File: config.mk
export PLATFORM = sky130hd
export DESIGN_NAME = pxb_crossbar
export DESIGN_NICKNAME = d
export VERILOG_FILES = /design/src/hw/pxb_pkg.sv /design/src/hw/pxb_pin_cell.sv /design/src/hw/pxb_crossbar.sv
export SDC_FILE = /design/constraint.sdc
export NUM_CORES = 2
export LEC_CHECK = 0
export BUFFER_PORTS_ARGS = -buffer_cell sky130_fd_sc_hd__buf_2
export CAP_MARGIN = 20
export CORE_AREA = 2 2 232 234
export CTS_CLUSTER_DIAMETER = 60
export CTS_CLUSTER_SIZE = 24
export DETAILED_ROUTE_END_ITERATION = 12
export DIE_AREA = 0 0 234 236
export PLACE_DENSITY = 0.77
export SETUP_SLACK_MARGIN = 0.15
export SLEW_MARGIN = 20
export SYNTH_ARGS = -nofsm -noshare
export SYNTH_HDL_FRONTEND = slang
export SYNTH_SLANG_ARGS = --single-unit
File: constraint.sdc
create_clock -name clk_sys -period 7.3 [get_ports clk_sys]
set_input_delay 0 -clock clk_sys [delete_from_list [all_inputs] [get_ports clk_sys]]
set_output_delay 0 -clock clk_sys [all_outputs]
set_load 0.02 [all_outputs]
File: src/hw/pxb_pkg.sv
// Package with the constants and types of the port crossbar and pin configuration block.
package pxb_pkg;

  localparam int PORT_COUNT    = 3;
  localparam int PORT_WIDTH    = 8;
  localparam int PIN_COUNT     = PORT_COUNT * PORT_WIDTH;
  localparam int PIN_IDX_WIDTH = $clog2(PIN_COUNT + 1);

  // Fixed pins of the serial port: port 0 bit 4 and port 0 bit 5.
  localparam int UART_TX_PIN = 4;
  localparam int UART_RX_PIN = 5;

  // Priority slots of the crossbar scan, highest priority first.
  localparam int SIG_SCK    = 0;
  localparam int SIG_MISO   = 1;
  localparam int SIG_MOSI   = 2;
  localparam int SIG_SS     = 3;
  localparam int SIG_SDA    = 4;
  localparam int SIG_SCL    = 5;
  localparam int SIG_CMP    = 6;
  localparam int SIG_CMPA   = 7;
  localparam int SIG_SYSCLK = 8;
  localparam int SIG_COUNTER_ARRAY_CHANNEL_IO   = 9;
  localparam int SIG_CEX1   = 10;
  localparam int SIG_CEX2   = 11;
  localparam int SIG_ECI    = 12;
  localparam int SIG_T0     = 13;
  localparam int SIG_T1     = 14;
  localparam int SIG_COUNT  = 15;
  localparam int SIG_IDX_WIDTH = $clog2(SIG_COUNT + 1);

  // Counter array route field codes.
  localparam logic [1:0] CEX_NONE = 2'h0;
  localparam logic [1:0] CEX_ONE  = 2'h1;
  localparam logic [1:0] CEX_TWO  = 2'h2;
  localparam logic [1:0] CEX_ALL  = 2'h3;

  // Reset value of the input mode bits seen by the pins, and the slot code of a pin that no signal owns.
  localparam logic [PIN_COUNT-1:0] INPUT_MODE_RESET = {PIN_COUNT{1'b1}};
  localparam logic [SIG_IDX_WIDTH-1:0] SIG_NONE = SIG_IDX_WIDTH'(SIG_COUNT);

  // Pin owner: general port I/O, the fixed serial port, or a crossbar slot.
  typedef enum logic [2:0]
  {
    OWN_GPIO = 3'h1,
    OWN_UART = 3'h2,
    OWN_XBAR = 3'h4
  } pxb_owner_type;

endpackage

File: src/hw/pxb_pin_cell.sv
// One pin's output driver, pullup and input receiver control.
`timescale 1ns/1ns
module pxb_pin_cell
(
  input  wire logic clk_sys,
  input  wire logic rst_n,
  input  wire logic digital_mode,
  input  wire logic push_pull,
  input  wire logic force_open_drain,
  input  wire logic pullup_disable,
  input  wire logic drive_en,
  input  wire logic drive_val,
  input  wire logic pin_in,
  output logic      pin_out,
  output logic      pin_oe_n,
  output logic      pullup_on,
  output logic      pin_sense
);

  logic sync1_q;
  logic sync2_q;
  logic low_drive;
  logic high_drive;
  logic is_open_drain;

  assign is_open_drain = force_open_drain | ~push_pull;
  assign low_drive  = digital_mode & drive_en & ~drive_val;
  assign high_drive = digital_mode & drive_en & drive_val & ~is_open_drain;

  // ---------------------------------------------------------------
  // Registered pad controls
  // ---------------------------------------------------------------
  always_ff @(posedge clk_sys or negedge rst_n)
  begin
    if (!rst_n)
    begin
      pin_out  <= 1'b0;
      pin_oe_n <= 1'b1;
    end
    else
    begin
      pin_out  <= drive_val;
      pin_oe_n <= ~(low_drive | high_drive);
    end
  end

  // A pullup fighting a driven low only burns current, so it is dropped then.
  always_ff @(posedge clk_sys or negedge rst_n)
  begin
    if (!rst_n)
      pullup_on <= 1'b1;
    else
      pullup_on <= digital_mode & is_open_drain & ~pullup_disable & ~low_drive;
  end

  always_ff @(posedge clk_sys or negedge rst_n)
  begin
    if (!rst_n)
    begin
      sync1_q   <= 1'b0;
      sync2_q   <= 1'b0;
      pin_sense <= 1'b0;
    end
    else
    begin
      sync1_q   <= pin_in;
      sync2_q   <= sync1_q;
      pin_sense <= digital_mode & sync2_q;
    end
  end

endmodule

File: src/hw/pxb_crossbar.sv
// Top of the port crossbar: priority pin assignment and per-pin configuration.
`timescale 1ns/1ns
module pxb_crossbar
  import pxb_pkg::*;
#(
  parameter int NUM_PORTS = pxb_pkg::PORT_COUNT
)
(
  input  wire logic                          clk_sys,
  input  wire logic                          nrst,
  input  wire logic [pxb_pkg::PIN_COUNT-1:0] pin_skip_mask,
  input  wire logic [pxb_pkg::PIN_COUNT-1:0] input_mode_select,
  input  wire logic [pxb_pkg::PIN_COUNT-1:0] output_drive_select,
  input  wire logic                          matrix_enable,
  input  wire logic                          pullup_disable,
  input  wire logic                          uart_route_en,
  input  wire logic                          spi_route_en,
  input  wire logic                          spi_four_wire,
  input  wire logic                          smbus_route_en,
  input  wire logic                          cmp_route_en,
  input  wire logic                          cmp_async_route_en,
  input  wire logic                          sysclk_route_en,
  input  wire logic [1:0]                    counter_array_route_field,
  input  wire logic                          eci_route_en,
  input  wire logic                          t0_route_en,
  input  wire logic                          t1_route_en,
  input  wire logic [pxb_pkg::PIN_COUNT-1:0] gpio_out_val,
  input  wire logic                          uart_transmit,
  input  wire logic [pxb_pkg::SIG_COUNT-1:0] periph_out_val,
  input  wire logic [pxb_pkg::SIG_COUNT-1:0] periph_out_en,
  input  wire logic [pxb_pkg::PIN_COUNT-1:0] pin_in,
  output logic      [pxb_pkg::PIN_COUNT-1:0] pin_out,
  output logic      [pxb_pkg::PIN_COUNT-1:0] pin_oe_n,
  output logic      [pxb_pkg::PIN_COUNT-1:0] pin_pullup_en,
  output logic      [pxb_pkg::PIN_COUNT-1:0] port_in_val,
  output logic                               uart_receive,
  output logic      [pxb_pkg::SIG_COUNT-1:0] periph_in_val,
  output logic      [pxb_pkg::SIG_COUNT-1:0] sig_placed
);

  // ---------------------------------------------------------------
  // Elaboration checks
  // ---------------------------------------------------------------
  // The pin tables are sized from the package, so only that port count is served.
  if (NUM_PORTS != PORT_COUNT)
  begin : g_check
    $error("pxb_crossbar serves exactly the fixed port count");
  end

  if (UART_TX_PIN >= PORT_WIDTH || UART_RX_PIN >= PORT_WIDTH || UART_TX_PIN == UART_RX_PIN)
  begin : g_check_uart
    $error("pxb_crossbar needs two distinct serial pins inside port 0");
  end

  // One slot code above the last signal marks a pin that no signal owns.
  if (SIG_COUNT >= (1 << SIG_IDX_WIDTH))
  begin : g_check_slot
    $error("pxb_crossbar needs a spare slot code for unowned pins");
  end

  // ---------------------------------------------------------------
  // Reset release
  // ---------------------------------------------------------------
  logic rst_sync1_q;
  logic rst_n;

  // Reset is taken at once but released on a clock edge, so that every flop
  // leaves reset in the same cycle and no pad sees a half-released state.
  always_ff @(posedge clk_sys or negedge nrst)
  begin
    if (!nrst)
    begin
      rst_sync1_q <= 1'b0;
      rst_n       <= 1'b0;
    end
    else
    begin
      rst_sync1_q <= 1'b1;
      rst_n       <= rst_sync1_q;
    end
  end

  // ---------------------------------------------------------------
  // Signal requests
  // ---------------------------------------------------------------
  logic [SIG_COUNT-1:0] sig_req;
  logic [2:0]           cex_req;

  // Higher codes only add channels; channel 1 is never routed without channel 0.
  // Counter channel decode
  always_comb
  begin
    case (counter_array_route_field)
      CEX_NONE: cex_req = 3'h0;
      CEX_ONE:  cex_req = 3'h1;
      CEX_TWO:  cex_req = 3'h3;
      CEX_ALL:  cex_req = 3'h7;
      default:  cex_req = 3'h0;
    endcase
  end

  // Requests are levels; a change of any route enable re-runs the scan at once.
  always_comb
  begin
    sig_req             = '0;
    sig_req[SIG_SCK]    = spi_route_en;
    sig_req[SIG_MISO]   = spi_route_en;
    sig_req[SIG_MOSI]   = spi_route_en;
    sig_req[SIG_SS]     = spi_route_en & spi_four_wire;
    sig_req[SIG_SDA]    = smbus_route_en;
    sig_req[SIG_SCL]    = smbus_route_en;
    sig_req[SIG_CMP]    = cmp_route_en;
    sig_req[SIG_CMPA]   = cmp_async_route_en;
    sig_req[SIG_SYSCLK] = sysclk_route_en;
    sig_req[SIG_COUNTER_ARRAY_CHANNEL_IO]   = cex_req[0];
    sig_req[SIG_CEX1]   = cex_req[1];
    sig_req[SIG_CEX2]   = cex_req[2];
    sig_req[SIG_ECI]    = eci_route_en;
    sig_req[SIG_T0]     = t0_route_en;
    sig_req[SIG_T1]     = t1_route_en;
  end

  // ---------------------------------------------------------------
  // Priority scan
  // ---------------------------------------------------------------
  // Special pins unplaced
  // Special function pins have no slot here; uart_pins marks the serial pins taken before the scan starts.
  logic [PIN_COUNT-1:0]     uart_pins;
  logic [SIG_IDX_WIDTH-1:0] owner_sig [PIN_COUNT];
  logic [SIG_COUNT-1:0]     placed;

  always_comb
  begin
    uart_pins              = '0;
    uart_pins[UART_TX_PIN] = uart_route_en;
    uart_pins[UART_RX_PIN] = uart_route_en;
  end

  // Fully combinational scan; it settles within a cycle for these pin counts.
  // A much larger pin count would need the scan split over several cycles.
  always_comb
  begin
    logic [PIN_COUNT-1:0] taken;
    logic                 found;
    taken  = uart_pins;
    found  = 1'b0;
    placed = '0;
    for (int p = 0; p < PIN_COUNT; p++)
      owner_sig[p] = SIG_NONE;
    for (int s = 0; s < SIG_COUNT; s++)
    begin
      found = 1'b0;
      for (int p = 0; p < PIN_COUNT; p++)
      begin
        if (sig_req[s] && !found && !pin_skip_mask[p] && !taken[p])
        begin
          found        = 1'b1;
          taken[p]     = 1'b1;
          owner_sig[p] = SIG_IDX_WIDTH'(s);
          placed[s]    = 1'b1;
        end
      end
    end
  end

  // ---------------------------------------------------------------
  // Pin ownership
  // ---------------------------------------------------------------
  pxb_owner_type        owner      [PIN_COUNT];
  logic [PIN_COUNT-1:0] drive_en;
  logic [PIN_COUNT-1:0] drive_val;
  logic [PIN_COUNT-1:0] force_od;

  always_comb
  begin
    for (int p = 0; p < PIN_COUNT; p++)
    begin
      drive_en[p]  = 1'b0;
      drive_val[p] = 1'b1;
      force_od[p]  = 1'b0;
      // The serial pins are claimed even when skipped, since their place is fixed.
      if (uart_pins[p])
        owner[p] = OWN_UART;
      else if (owner_sig[p] != SIG_NONE)
        owner[p] = OWN_XBAR;
      else
        owner[p] = OWN_GPIO;
      if (matrix_enable)
      begin
        case (owner[p])
          OWN_UART:
          begin
            drive_en[p]  = (p == UART_TX_PIN);
            drive_val[p] = uart_transmit;
          end
          OWN_XBAR:
          begin
            drive_en[p]  = periph_out_en[owner_sig[p]];
            drive_val[p] = periph_out_val[owner_sig[p]];
            force_od[p]  = (owner_sig[p] == SIG_IDX_WIDTH'(SIG_SDA))
                         | (owner_sig[p] == SIG_IDX_WIDTH'(SIG_SCL));
          end
          // An open-drain port pin only pulls low; a high is left to the pullup.
          OWN_GPIO:
          begin
            drive_en[p]  = 1'b1;
            drive_val[p] = gpio_out_val[p];
          end
          default:
          begin
            drive_en[p]  = 1'b0;
            drive_val[p] = 1'b1;
          end
        endcase
      end
    end
  end

  // ---------------------------------------------------------------
  // Pin cells
  // ---------------------------------------------------------------
  // Every cell shares the global pullup disable; the mode bits are per pin.
  logic [PIN_COUNT-1:0] sense;

  for (genvar p = 0; p < PIN_COUNT; p++)
  begin : g_pin
    pxb_pin_cell u_cell
    (
      .clk_sys          (clk_sys),
      .rst_n            (rst_n),
      .digital_mode     (input_mode_select[p]),
      .push_pull        (output_drive_select[p]),
      .force_open_drain (force_od[p]),
      .pullup_disable   (pullup_disable),
      .drive_en         (drive_en[p]),
      .drive_val        (drive_val[p]),
      .pin_in           (pin_in[p]),
      .pin_out          (pin_out[p]),
      .pin_oe_n         (pin_oe_n[p]),
      .pullup_on        (pin_pullup_en[p]),
      .pin_sense        (sense[p])
    );
  end

  assign port_in_val = sense;

  // ---------------------------------------------------------------
  // Inputs returned to peripherals
  // ---------------------------------------------------------------
  // Values lag the pins by four cycles: two for the synchroniser, one in the pin cell, one here.
  // Slots with no pin read 0, and the serial receive line idles high.
  always_ff @(posedge clk_sys or negedge rst_n)
  begin
    if (!rst_n)
    begin
      uart_receive  <= 1'b1;
      periph_in_val <= '0;
      sig_placed    <= '0;
    end
    else
    begin
      uart_receive <= (matrix_enable & uart_route_en) ? sense[UART_RX_PIN] : 1'b1;
      for (int s = 0; s < SIG_COUNT; s++)
      begin
        periph_in_val[s] <= 1'b0;
        for (int p = 0; p < PIN_COUNT; p++)
          if (matrix_enable && owner_sig[p] == SIG_IDX_WIDTH'(s))
            periph_in_val[s] <= sense[p];
      end
      sig_placed <= matrix_enable ? placed : '0;
    end
  end

endmodule

==> results of run 1 <==
==> stage by stage <==
step           std cells  hold slack (ps)  TNS (ps)  area [um2]
2_1_floorplan       4065             -296      -696       29300
3_3_place_gp        5814             -216    -12380       38300
3_5_place_dp        5814             -206    -23660       38300
4_1_cts             6015             21.7         0       41300
==> synthesized netlist by cell type, drive strengths merged, types with 19 or more instances <==
master     n  area (um2)
a2111oi   36         440
a31oi     84         553
a21boi    25         195
nand4     36         231
mux2i    182        1820
or3       34         213
o221ai    77         674
nor2b     50         313
a32oi     23         201
o211ai    69         542
inv      118         443
dfstp     49        1290
o31a      20         184
nand2b    51         327
buf      169        1130
nand3    126         648
a22oi     74         569
a211oi    82         678
and2      85         534
maj3      24         243
o22ai     41         275
clkbuf   202         758
a21o      32         240
a311oi    22         259
and3      45         282
nand2    509        1910
nor4      36         295
o21a      27         206
nor3     112         602
a221oi    52         455
a22o      19         166
o21ai    266        1360
o31ai     30         259
nor2     382        1440
dfrtp    128        3200
a21oi    289        1500
mux2      67         758
o221a     19         214
o311ai    20         265
or2       41         257
a211o     25         220
==> what timing repair did <==
| action | 4_1_cts |
|---|---|
| gates resized for setup | 176 |
| gates cloned | 1 |
| hold endpoints to repair | 116 |
| setup buffers | 63 |
| hold buffers | 105 |
| setup endpoints to repair | 35 |
| pin swaps | 93 |
==> cells by family after synthesis <==
family	share of synthesized area, %
adders and majority gates	0.842
muxes	8.95
DFF	15.6
xor gates and xnor gates	0.365
and+or+nand+nor	26.8
AOI/OAI and AO/OA	39.3
other	0.0130
buffers and inverters	8.18
==> per-layer routing <==
| metal | GRT overflow | GRT usage, % |
|---|---|---|
| met1 | 0 | 72.9 |
| met2 | 3 | 90.2 |
| met3 | 0 | 49.6 |
| met4 | 4 | 68.6 |
| met5 | 0 | 14.4 |
==> metrics.txt, run 1 <==
category of the worst endpoint register input; yosys warns 0; I/O Buffers 293; Syn Inst Count 4065; worst_ep grt g_pin[23].u_cell.pullup_on$_DFF_PN1_/D; pin count of the biggest net entering global routing 137; CTS root buf clkbuf_16; Main synth FF type dfrtp_1; stop err [ERROR GRT-0232] Routing congestion too high. Check the congestion heatmap in the GUI.; total CTS buffers 17; Post-synth EDFFs 0; syn nets 4232; Tot GR Track Use 70.7%; clk sink count 177; Die W 234 um; Mean Syn Cell Area 7.09 um2; Place WS -849 ps; outcome did not finish; Die Height 236 um; #FFs+latches synth 177; post-synthesis async set-or-reset flop share 100%; clk buf depth 2; detailed placement HPWL 117000 um; Last stage global routing (5_1_grt); Ports 294; H-tree levels 4; row count 85; Distinct cells, synth 137; Starting Density 54.3%; routability cong. 1.08; register area share after synthesis 15.6%; total grt overflow 7; Synth Cell Area 0.0288 mm2
==> run 2, diff against run 1 <==
Settings changed: CORE_AREA 2 2 232 234 to 2 2 272 274, CTS_CLUSTER_DIAMETER 60 to default, CTS_CLUSTER_SIZE 24 to default, DIE_AREA 0 0 234 236 to 0 0 274 276, PLACE_DENSITY 0.77 to default, PLACE_DENSITY_LB_ADDON from default to 0.15, SETUP_SLACK_MARGIN 0.15 to default.
==> metrics.txt, run 2 <==
outcome completed; Synth Cell Area 0.0288 mm2 (unchanged); PwrDens 149 mW/mm2; row count 99 (+16%); DRT Wirelength 156000 um; register area share after synthesis 15.6% (unchanged); Post-synth EDFFs 0 (unchanged); Leak 0.0184 uW; DR vias 39.5k; total die area 0.0756 mm2; post-DR wirelength/cell 24.6 um; final core utilization 59.2%; met2 wire length 70200 um; fin area 0.0430 mm2; I/O Buffers 293 (unchanged); pin count of the biggest net entering global routing 143; dpl cells 6097 (+4.9%); post-synthesis async set-or-reset flop share 100% (unchanged); Distinct cells, synth 137 (unchanged); Crit path top cell by count buf_4; setup TNS 0 ps; Post-DRT Antenna Nets 0; Top Layer Used met5; Area Overhead vs Synth 49.2%; post-place instance area 0.0388 mm2 (+1.3%); Die W 274 um (+17%); Finished Layout Cells 6315; actual slew at the worst max-slew pin 1190 ps; Tot GR Track Use 39.1%; total CTS buffers 17 (unchanged); # setup viols final 0; Syn Inst Count 4065 (unchanged); detailed placement HPWL 120000 um (+1.8%); fin. max-slew vios 0; Max Freq 137 MHz; Mean Syn Cell Area 7.09 um2 (unchanged); Startpoint Class primary input; #FFs+latches synth 177 (unchanged); clk_skew 30.6 ps; Ports 294 (unchanged); clk slew on worst S/H paths 80 ps; initial antenna violation count 7; maxcap violations 0; count leader, synth nand2_1; maximum VDD drop 0.000142 V; vias in the first global route 37.4k; Crit Path Max Fanout 8; Worst path max stage delay 500 ps; Fin. Hold Viols 0; routability cong. 1.02 (-4.8%); worst path arrival time 7680 ps; Main synth FF type dfrtp_1; final period utilization 99.9%; Tmin final 7300 ps; most frequent cells in the layout 1180 x buf_4, 493 x nand2_1, 363 x nor2_1; Fillers 6909; largest area contributor in the netlist dfrtp_1; Slew HR 20.0%; RSZ-0062 raised after global routing yes; Required @ worst endpoint 7690 ps; DRT Pass-1 Iters 7; top cells by area, synth dfrtp_1 11%, nand2_1 6.6%, mux2i_1 6.3%, nor2_1 5.0%, a21oi_1 4.8%; final worst slack 4.74 ps; commonest cells in the netlist 508 x nand2_1, 381 x nor2_1, 278 x a21oi_1; Starting Density 39.7% (-15 points); CTS tree built; CTS root buf clkbuf_16; Worst path slowest cell or4b_4; nets@finish 5509; Met3 Wirelength 12300 um; Yosys top cell area share 11.1% (unchanged); critical path class in2reg; DR iter-0 viols 4107; clk buf depth 2 (unchanged); first-pass GRT wire length 226000 um; core box area 0.0726 mm2; Place WS -863 ps (-13.9 ps); CP Capture Type flop; share of cells above drive strength 1 39.9%; Via density 6.26; commonest non-fill, non-tap cell in the layout buf_4; clk_lat worst skew 510 ps; total grt overflow 0; met1 WL 60300 um; H-tree levels 4 (unchanged); yosys warns 0 (unchanged); clk sink count 177 (unchanged); syn nets 4232 (unchanged); Die Height 276 um (+17%); Worst Hold Class in2reg; # DRC 0
[run 2: cell counts after synthesis]
No cell type changed its count.
[run 2: worst max-delay path: cells and delay by family]
family	cells	cell delay, ps
AO/OA/AOI/OAI	16	3800
adder cells (fa/ha/maj)	1	350
buffers and inverters	7	1100
multiplexers	1	290
AND/OR/NAND/NOR	7	2110
[run 2: report_power, final]
part | internal, uW | switching [uW] | leakage (uW)
Clock | 486 | 480 | 0.000286
Combinational | 1870 | 2430 | 0.0161
Sequential | 1080 | 40.4 | 0.00204
Total | 3440 | 2950 | 0.0184
[run 2: layout make-up]
class / instances / area [um2] / share of cell area (%)
Multi-Input combinational cell: 3394 / 24100 / 56.1
Timing Repair Buffer: 1628 / 12100 / 28.2
Sequential cell: 177 / 4490 / 10.5
Tap cell: 959 / 1200 / 2.79
Inverter: 124 / 468 / 1.09
Clock buffer: 17 / 425 / 0.989
Clock inverter: 15 / 161 / 0.375
Antenna cell: 1 / 2.50 / 0.00582
[run 2: cell families after synthesis]
kind of cell	after synthesis	share of synthesized area [%]
fa+ha+maj	24	0.842
xor+xnor	12	0.365
mux	249	8.95
simple gates	1582	26.8
other cells	1	0.0130
flops	177	15.6
buf+inv	495	8.18
compound gates	1525	39.3
[run 2: what timing repair did]
| item | CTS | global route |
|---|---|---|
| pin swaps | 21 | 113 |
| endpoints found under the hold margin | 115 | 0 |
| buffers inserted | 9 | 71 |
| hold buffers | 105 | 0 |
| resized for setup | 40 | 362 |
| endpoints found under the setup margin | 28 | 46 |
| gates cloned | 0 | 1 |
[run 2: per-layer routing]
layer / track usage [%] / up-vias
met5: 0.578 / -
met4: 26.4 / 10
met3: 5.80 / 579
met2: 63.2 / 2031
met1: 47.7 / 18800
li1: - / 18100
[run 2: path summary, 6_finish.rpt]
kind	start	end	slack, ps	cells after the start
max	pin_skip_mask[4]	g_pin[23].u_cell.pullup_on	5	32
min	matrix_enable	g_pin[2].u_cell.pin_out	30	2
max reg2reg	g_pin[2].u_cell.pin_sense	periph_in_val[8]	3280	15
min reg2reg	rst_n	g_pin[2].u_cell.pin_sense	270	0
max in group asynchronous	rst_n	g_pin[21].u_cell.sync2_q	5840	1
min in group asynchronous	rst_n	g_pin[2].u_cell.pin_sense	270	0
[run 2: per-stage QoR]
stage               total power, uW  hold slack (ps)
floorplan                      3350             -296
global placement               4960             -214
detailed placement             4990             -212
CTS                            6060            0.248
global route                   6710             18.5
finish                         6390             27.8
Power figures use the tool's default switching activity.
